**config.mk**
```make
export PLATFORM = sky130hd
export DESIGN_NAME = adcs_seq
export DESIGN_NICKNAME = d
export VERILOG_FILES = /design/src/rtl/adcs_pkg.sv /design/src/rtl/adcs_seq.sv
export VERILOG_INCLUDE_DIRS = /design/src /design/src/rtl
export SDC_FILE = /design/constraint.sdc
export NUM_CORES = 1
export LEC_CHECK = 0
export BUFFER_PORTS_ARGS = -buffer_cell sky130_fd_sc_hd__buf_2
export CAP_MARGIN = 20
export CORE_MARGIN = 2
export CORE_UTILIZATION = 55
export DETAILED_ROUTE_END_ITERATION = 7
export PLACE_DENSITY_LB_ADDON = 0.15
export REMOVE_ABC_BUFFERS = 1
export SYNTH_ARGS = -nofsm -noshare
export SYNTH_HDL_FRONTEND = slang
export SYNTH_SLANG_ARGS = --single-unit
export TNS_END_PERCENT = 5
```
**constraint.sdc**
```tcl
create_clock -name hclk -period 3.3 [get_ports hclk]
set_input_delay 0.165 -clock hclk [delete_from_list [all_inputs] [get_ports hclk]]
set_output_delay 0.165 -clock hclk [all_outputs]
set_load 0.02 [all_outputs]
```
**src/rtl/adcs_defs.svh**
```systemverilog
/*
 Constants of the converter sequencer: register offsets, field positions, reset values, cycle counts.
 Assumes inclusion by the sequencer file; definitions only.
*/
// Operation
// - After 160 idle system clocks the converter powers its analog part down.
// - Leaving powerdown takes 40 system clocks of power-up.
// - A conversion request from the control register wakes the converter.
// - Single-shot mode does one conversion on the selected channel and then shuts down.
// - The reference level is a pair: high bit in control/status 1, low bit in control 0.
// - A four-bit channel field picks the analog source through the input multiplexer.
// - Writing the continuous select bit as zero selects single-shot conversion.
// - Setting the reference-to-pin bit drives the internal reference out, only with the reference enabled; ref_to_pin here follows the bit ungated.
// - Writing the go bit as one starts a conversion, taking the other control 0 fields in the same write.
// - The go bit reads one for the whole conversion.
// - A single-shot conversion takes 5129 system clocks.
// - A request while powered down adds 40 power-up clocks before the 5129-clock conversion.
// - Completion raises an interrupt request.
// - The result is an 11-bit number.
// - The input multiplexer selects among eight single-ended analog pins shared with GPIO.
`ifndef ADCS_DEFS_SVH
`define ADCS_DEFS_SVH

`define ADCS_OFF_CTL0 12'h000
`define ADCS_OFF_CTL1 12'h004
`define ADCS_OFF_DATA 12'h008
`define ADCS_OFF_IRQ_STAT 12'h00c
`define ADCS_OFF_IRQ_MASK 12'h010

`define ADCS_CTL0_CHAN_LSB 0
`define ADCS_CTL0_CONTINUOUS_SELECT_BIT 4
`define ADCS_CTL0_REFPIN_BIT 5
`define ADCS_CTL0_REFLO_BIT 6
`define ADCS_CTL0_GO_BIT 7
`define ADCS_CTL1_REFHI_BIT 0
`define ADCS_CTL1_BUSY_BIT 1
`define ADCS_CTL1_PDN_BIT 2
`define ADCS_CTL1_WARM_BIT 3
`define ADCS_STAT_DONE_BIT 0

`define ADCS_RST_CTL0 8'h00
`define ADCS_RST_CTL1 1'b0
`define ADCS_RST_MASK 1'b0

`define ADCS_CLK_MHZ 250
`define ADCS_IDLE_CYC 160
`define ADCS_PWRUP_CYC 40
`define ADCS_CONV_CYC 5129
`define ADCS_CNT_W 13

`endif

```
**src/rtl/adcs_pkg.sv**
```systemverilog
/*
 Types of the converter sequencer: sequencer states and the control 0 field group.
 Assumes nothing beyond the defs header.
*/
package adcs_pkg;
    typedef enum logic [1:0] {
        ST_OFF,
        ST_IDLE,
        ST_WARM,
        ST_CONV
    } adcs_state_t;

    typedef struct packed {
        logic go;
        logic ref_lo;
        logic ref_to_pin;
        logic continuous_select;
        logic [3:0] chan;
    } adcs_ctl0_t;
endpackage

```
**src/rtl/adcs_seq.sv**
```systemverilog
/*
 Converter sequencer with an AHB-Lite register slave, power sequencing, mux control and completion interrupt.
 Assumes a single AHB-Lite master and a sigma-delta modulator fed by the mux that runs
 on hclk and returns its result on mod_result, so no synchroniser is needed on it.
*/
// Implementation choices: the AHB-Lite interface to the registers and the register offsets.
`timescale 1ns/1ps
`include "adcs_defs.svh"

module adcs_seq (
    input wire logic hclk,
    input wire logic hresetn,
    input wire logic hsel,
    input wire logic [11:0] haddr,
    input wire logic [1:0] htrans,
    input wire logic hwrite,
    input wire logic [2:0] hsize,
    input wire logic [31:0] hwdata,
    input wire logic hready,
    output logic [31:0] hrdata,
    output logic hreadyout,
    output logic hresp,
    input wire logic [10:0] mod_result,
    output logic [7:0] mux_sel_onehot,
    output logic analog_pdn,
    output logic ref_level_hi_bit,
    output logic ref_level_lo_bit,
    output logic ref_to_pin,
    output logic conv_active,
    output logic irq
);
    // Registers
    adcs_pkg::adcs_ctl0_t ctl0_ff;
    logic ref_hi_ff;
    logic [10:0] result_ff;
    logic done_stat_ff;
    logic done_mask_ff;
    logic irq_ff;
    logic [31:0] hrdata_ff;
    logic [7:0] mux_ff;
    logic pdn_ff;
    logic active_ff;
    adcs_pkg::adcs_state_t state_ff;
    adcs_pkg::adcs_state_t nxt_state;
    logic [`ADCS_CNT_W-1:0] cnt_ff;
    logic [`ADCS_CNT_W-1:0] nxt_cnt;
    logic wr_pend_ff;
    logic [11:0] wr_addr_ff;

    // Bus decode
    wire logic addr_phase = hsel & hready & htrans[1];
    wire logic rd_req = addr_phase & ~hwrite;
    wire logic wr_ctl0 = wr_pend_ff & (wr_addr_ff == `ADCS_OFF_CTL0);
    wire logic wr_ctl1 = wr_pend_ff & (wr_addr_ff == `ADCS_OFF_CTL1);
    wire logic wr_stat = wr_pend_ff & (wr_addr_ff == `ADCS_OFF_IRQ_STAT);
    wire logic wr_mask = wr_pend_ff & (wr_addr_ff == `ADCS_OFF_IRQ_MASK);
    wire logic start_req = wr_ctl0 & hwdata[`ADCS_CTL0_GO_BIT] & ~ctl0_ff.go;
    wire logic [`ADCS_CNT_W-1:0] idle_last = `ADCS_CNT_W'(`ADCS_IDLE_CYC - 1);
    wire logic [`ADCS_CNT_W-1:0] warm_last = `ADCS_CNT_W'(`ADCS_PWRUP_CYC - 1);
    wire logic [`ADCS_CNT_W-1:0] conv_last = `ADCS_CNT_W'(`ADCS_CONV_CYC - 1);
    wire logic conv_done = (state_ff == adcs_pkg::ST_CONV) & (cnt_ff == conv_last);
    // Channel as it stands after this edge, so the mux moves with the write
    wire logic [3:0] nxt_chan = (wr_ctl0 & ~ctl0_ff.go) ? hwdata[`ADCS_CTL0_CHAN_LSB +: 4] : ctl0_ff.chan;
    // Set wins over the one-to-clear write
    wire logic nxt_done_stat = conv_done | (done_stat_ff & ~(wr_stat & hwdata[`ADCS_STAT_DONE_BIT]));
    wire logic nxt_done_mask = wr_mask ? hwdata[`ADCS_STAT_DONE_BIT] : done_mask_ff;

    wire logic [31:0] rd_ctl0 = {24'h000000, ctl0_ff};
    wire logic [31:0] rd_ctl1 = {28'h0000000, state_ff == adcs_pkg::ST_WARM, state_ff == adcs_pkg::ST_OFF,
                                 ctl0_ff.go, ref_hi_ff};
    wire logic [31:0] rd_data = {21'h000000, result_ff};
    wire logic [31:0] rd_mux =
        (haddr == `ADCS_OFF_CTL0) ? rd_ctl0 :
        (haddr == `ADCS_OFF_CTL1) ? rd_ctl1 :
        (haddr == `ADCS_OFF_DATA) ? rd_data :
        (haddr == `ADCS_OFF_IRQ_STAT) ? {31'h00000000, done_stat_ff} :
        (haddr == `ADCS_OFF_IRQ_MASK) ? {31'h00000000, done_mask_ff} : 32'h00000000;

    // Sequencer: off -> warm -> conv -> idle -> off
    always_comb begin
        nxt_state = state_ff;
        nxt_cnt = cnt_ff + `ADCS_CNT_W'(1);
        case (state_ff)
            adcs_pkg::ST_OFF: begin
                nxt_cnt = '0;
                if (start_req) begin
                    nxt_state = adcs_pkg::ST_WARM;
                end
            end
            adcs_pkg::ST_WARM: begin
                if (cnt_ff == warm_last) begin
                    nxt_state = adcs_pkg::ST_CONV;
                    nxt_cnt = '0;
                end
            end
            adcs_pkg::ST_CONV: begin
                if (conv_done) begin
                    nxt_state = adcs_pkg::ST_IDLE;
                    nxt_cnt = '0;
                end
            end
            adcs_pkg::ST_IDLE: begin
                if (start_req) begin
                    nxt_state = adcs_pkg::ST_CONV;
                    nxt_cnt = '0;
                end else if (cnt_ff == idle_last) begin
                    nxt_state = adcs_pkg::ST_OFF;
                    nxt_cnt = '0;
                end
            end
            default: begin
                nxt_state = adcs_pkg::ST_OFF;
                nxt_cnt = '0;
            end
        endcase
    end

    always_ff @(posedge hclk or negedge hresetn) begin
        if (!hresetn) begin
            state_ff <= adcs_pkg::ST_OFF;
            cnt_ff <= '0;
        end else begin
            state_ff <= nxt_state;
            cnt_ff <= nxt_cnt;
        end
    end

    // Bus slave: zero wait states, always OKAY
    always_ff @(posedge hclk or negedge hresetn) begin
        if (!hresetn) begin
            wr_pend_ff <= 1'b0;
            wr_addr_ff <= 12'h000;
            hrdata_ff <= 32'h00000000;
        end else begin
            wr_pend_ff <= addr_phase & hwrite;
            wr_addr_ff <= haddr;
            if (rd_req) begin
                hrdata_ff <= rd_mux;
            end
        end
    end

    // Control registers
    always_ff @(posedge hclk or negedge hresetn) begin
        if (!hresetn) begin
            ctl0_ff <= `ADCS_RST_CTL0;
            ref_hi_ff <= `ADCS_RST_CTL1;
        end else begin
            if (wr_ctl0 && !ctl0_ff.go) begin
                ctl0_ff.chan <= hwdata[`ADCS_CTL0_CHAN_LSB +: 4];
                ctl0_ff.continuous_select <= hwdata[`ADCS_CTL0_CONTINUOUS_SELECT_BIT];
                ctl0_ff.ref_to_pin <= hwdata[`ADCS_CTL0_REFPIN_BIT];
                ctl0_ff.ref_lo <= hwdata[`ADCS_CTL0_REFLO_BIT];
            end
            if (conv_done) begin
                ctl0_ff.go <= 1'b0;
            end else if (start_req) begin
                ctl0_ff.go <= 1'b1;
            end
            if (wr_ctl1) begin
                ref_hi_ff <= hwdata[`ADCS_CTL1_REFHI_BIT];
            end
        end
    end

    // Result, interrupt and analog-facing outputs
    always_ff @(posedge hclk or negedge hresetn) begin
        if (!hresetn) begin
            result_ff <= 11'h000;
            done_stat_ff <= 1'b0;
            done_mask_ff <= `ADCS_RST_MASK;
            irq_ff <= 1'b0;
            mux_ff <= 8'h00;
            pdn_ff <= 1'b1;
            active_ff <= 1'b0;
        end else begin
            if (conv_done) begin
                result_ff <= mod_result;
            end
            done_stat_ff <= nxt_done_stat;
            done_mask_ff <= nxt_done_mask;
            irq_ff <= nxt_done_stat & nxt_done_mask;
            mux_ff <= nxt_chan[3] ? 8'h00 : (8'h01 << nxt_chan[2:0]);
            pdn_ff <= (nxt_state == adcs_pkg::ST_OFF);
            active_ff <= (nxt_state == adcs_pkg::ST_CONV);
        end
    end

    assign hrdata = hrdata_ff;
    assign hreadyout = 1'b1;
    assign hresp = 1'b0;
    assign mux_sel_onehot = mux_ff;
    assign analog_pdn = pdn_ff;
    assign ref_level_hi_bit = ref_hi_ff;
    assign ref_level_lo_bit = ctl0_ff.ref_lo;
    assign ref_to_pin = ctl0_ff.ref_to_pin;
    assign conv_active = active_ff;
    assign irq = irq_ff;
endmodule

```
* Word-level counts from Yosys, hierarchy flattened
Cells that the tools add are included.
W data, S select, Z words.
** Word-level totals
- Register bits :: 93
- Bits of input ports :: 65
- Output and inout port bits :: 48
- Logic and storage cells :: 81
** Cells by class
- Add/sub/neg operators :: 1
- Equality and inequality tests :: 14
- Shift-type cells :: 1
- Mux-type cells :: 21
- Bitwise operators :: 19
- Reductions and logical operators :: 7
** Operators by type and width (count)
- $mux W13 :: 4
- $pmux W13 S4 :: 1
- $eq A12 B4 Y1 const B :: 3
- $mux W11 :: 3
- $eq A12 B3 Y1 const B :: 2
- $eq A12 B5 Y1 const B :: 2
- $logic_not A12 Y1 :: 2
- $and A1 B1 Y1 :: 15
- $add A13 B1 Y13 const B :: 1
- $eq A13 B13 Y1 const B :: 1
- $eq A13 B6 Y1 const B :: 1
- $eq A13 B8 Y1 const B :: 1
- $mux W2 :: 5
- $mux W8 :: 1
- $pmux W2 S4 :: 1
- $shl A1 B3 Y8 const A :: 1
- $eq A2 B2 Y1 const B :: 3
- $mux W1 :: 5
- $logic_not A2 Y1 :: 2
- $mux W4 :: 1
- $not A1 Y1 :: 3
- $eq A2 B1 Y1 const B :: 1
- $reduce_bool A2 Y1 :: 1
- $logic_and A1 B1 Y1 :: 1
- other kinds (2) :: 2

* Longest topological paths before layout
- Word-level depth :: 7
- Depth in mapped cells :: 8
- Depth with buffers taken out :: 6

* Worst setup path after synthesis
OpenSTA, ideal clock, no wires.
- Path kind :: register to register
- Start point :: register cnt_ff[0]
- End point :: register result_ff[4]
- Library setup time :: 0.125 ns
- Arrival time :: 1.593 ns
- Slack :: 1.582 ns
- Stages on the path, launching flop included :: 8
- Clock period less this slack :: 1.718 ns
- Cell sequence :: dfrtp_1 inv_1 ha_1 nor4b_1 and4_1 buf_6 buf_12 mux2_4
** Between the ends
- Longest elaborated chain between the ends :: 2
** RTL lines
- start, declared :: line adcs_seq.sv:45 : logic [`ADCS_CNT_W-1:0] cnt_ff;
- start signal, assigned :: line adcs_seq.sv:124 : cnt_ff <= nxt_cnt;
- $eq A13 B13 Y1 :: line adcs_seq.sv:61 : wire logic conv_done = (state_ff == adcs_pkg::ST_CONV) & (cnt_ff == conv_last);
- $and A1 B1 Y1 :: line adcs_seq.sv:61
- end signal, assigned :: line adcs_seq.sv:178 : result_ff <= mod_result;
- end, declared :: line adcs_seq.sv:35 : logic [10:0] result_ff;
Every way passes these cells.
A chain may end at the register's enable or synchronous reset.

* Worst setup path after layout
- Start point :: register cnt_ff[0]
- End point :: register result_ff[10]
Same word-level chain as after synthesis.

==> metrics.cfg <==
[run_status]
outcome = finished clean

[timing]
tightest_slew_ps = 862
setup_viol = 0
period_share = 0.695
fmax_mhz = 436
fin_skew_ps = 7.35
whs_ps = 10.4
rsz0062_at_grt = no
period_minus_slack_ps = 2300
relSlewSlack = 0.425
tns_ps = 0
finalHoldViolCount = 0
maxSlewViolCount = 0

[synth]
syn_area_mm2 = 0.00346
async_flop_share = 1.00
ys_ff_latch = 72
netlist_instances = 298
synth_area_per_cell_um2 = 11.6
synth_flop_cell = dfrtp_1
yosysSeqAreaShare = 0.521
synth_edf_count = 0
synth_cell_types = 54
ys_warn_count = 0

[clock_network]
clock_sinks = 72
clockRootBuffer = clkbuf_8
cts_max_level = 3
cts_buffers = 9
clk_latency_ps = 340
cts_setup_buffers = 0
cts_tree = built
path_clk_slew_ps = 80
clk_path_buf_depth = 2

[cells_and_area]
area_growth_pct = 16.5
final_cell_mix = 71 x dfrtp_1, 61 x buf_2, 23 x nor2_1, 23 x conb_1, 19 x nand2_1
final_common_cell = dfrtp_1
fillCellCount = 471
antenna_cells = 0
final-instance-count-excl-fill = 451
fin_nets = 438
drive_gt1_frac = 0.295

[placement]
numPlacedInstances = 425
gp_congestion = 0.800
port_buffers = 61
dp_hpwl_um = 4620

[pwr]
vdd.ir_drop.worst_mv = 0.335
leakage_nw = 1.95
power.total_w = 0.00180
power.density_mw_per_mm2 = 446

[routing]
first_pass_iters = 4
drc = 0
first_iter_violations = 120
num_vias = 2381
drt-vias-per-instance = 5.28
wl_per_cell_um = 14.5
wl_um = 6550
ant_nets = 0

[floorplanning]
coreArea_mm2 = 0.00599
io_pins = 113
initial_core_util = 0.577
placementRows = 28
dieWidth_um = 83.3
dieArea_mm2 = 0.00694
dieHeight_um = 83.3

[critical_path]
crit_required_ps = 3530
arrival_ps = 2530
r2r_cells = 5
crit_fanout = 13
critPathKind = register to register
crit_path_end_kind = register
start_kind = register

[global_routing]
grt_pass1_vias = 2221
grt_first_pass_wirelength_um = 10800
grt-ovfl-total = 0
grt_max_degree = 73
antenna_found_initial = 0
track_usage = 0.197

[hold_path]
hold_path.class = input port to async pin

[flow_run]
max_cap_viol_count = 0

==> stage by stage <==
step / instance area, um2 / util / worst slack (ps)
3_5_place_dp: 3710 / 0.619 / 997
3_3_place_gp: 3710 / 0.619 / 1040
2_1_floorplan: 3290 / - / 1350
4_1_cts: 4030 / 0.672 / 1010
6_report: 4030 / 0.672 / 1000
5_1_grt: 4030 / 0.672 / 777
==> layer usage <==
metal	track usage	wire length (um)
met4	0.101	114
met1	0.273	3030
met3	0.0398	286
met5	0	0
met2	0.295	3110
==> registers in the layout, summed over array words and instances (netlist names) <==
| name | flops |
|---|---|
| done_stat_ff | 1 |
| wr_addr_ff | 12 |
| ref_level_lo_bit | 1 |
| ref_to_pin | 1 |
| wr_pend_ff | 1 |
| ref_level_hi_bit | 1 |
| hrdata | 11 |
| result_ff | 11 |
| cnt_ff | 13 |
| ctl0_ff | 6 |
| irq | 1 |
| done_mask_ff | 1 |
| conv_active | 1 |
| mux_sel_onehot | 8 |
| state_ff | 2 |
| analog_pdn | 1 |
==> area by class of cell <==
cell class              instances  area (um2)  share of cell area
clock buffers                  10         138              0.0342
multi-input cells             206        1450               0.361
clock inverters                 6        82.6              0.0205
flip-flops and latches         72        1800               0.448
well taps                      75        93.8              0.0233
repair buffers                 74         428               0.106
inverters                       8        30.0             0.00746
==> synth_stat cells, drive strengths merged (2+ instances only) <==
library cell | count | area (um2)
nor4b | 4 | 56.3
nand4b | 2 | 17.5
xor2 | 5 | 43.8
nor3b | 2 | 15.0
mux2 | 21 | 285
a31oi | 2 | 12.5
xnor2 | 4 | 35.0
mux2i | 12 | 120
a41oi | 2 | 17.5
clkbuf | 3 | 11.3
and4 | 4 | 35.0
dfrtp | 71 | 1780
nand2 | 19 | 71.3
nor3 | 5 | 30.0
and4b | 2 | 20.0
a21boi | 2 | 15.0
nor4 | 4 | 55.1
nand4 | 9 | 71.3
buf | 30 | 240
o21ai | 12 | 60.1
ha | 2 | 25.0
a21oi | 14 | 70.1
inv | 8 | 30.0
nand3 | 6 | 30.0
a22oi | 2 | 20.0
conb | 2 | 7.51
nor2 | 24 | 92.6
and2 | 3 | 18.8
nor2b | 9 | 56.3
==> cells by family after synthesis <==
logic type | after synthesis | synth area share
AOI/OAI and AO/OA | 42 | 0.0756
xor gates and xnor gates | 9 | 0.0228
adders and majority gates | 2 | 0.00723
buffers and inverters | 41 | 0.0814
DFF | 72 | 0.521
muxes | 33 | 0.117
other | 2 | 0.00217
and+or+nand+nor | 97 | 0.172
==> where the power goes <==
part	switching, W	internal, W	leakage [nW]	total [W]
clock network	0.000317	0.000442	0.112	0.000759
registers	0.0000128	0.000898	0.947	0.000911
logic	0.0000806	0.0000476	0.895	0.000128
total	0.000411	0.00139	1.95	0.00180
==> what timing repair did <==
action,in CTS,in global routing
hold buffers,10,0
endpoints found under the hold margin,10,0
resized for setup,0,0
==> critical path, stage by stage, from the launching register on <==
cell,delay [ps]
dfrtp_1,410
inv_1,70
ha_1,140
nor4b_1,350
and4_1,790
mux2_2,410
==> worst paths after layout <==
check,start,endpoint,slack (ps)
max reg2reg,cnt_ff[0],result_ff[10],1000
min in group hclk,haddr[2],wr_addr_ff[2],30
max,cnt_ff[0],result_ff[10],1000
min reg2reg,hrdata[4],hrdata[4],480
min,hresetn,wr_addr_ff[9],10
max in group asynchronous,hresetn,result_ff[3],2720
Power figures use the tool's default switching activity.
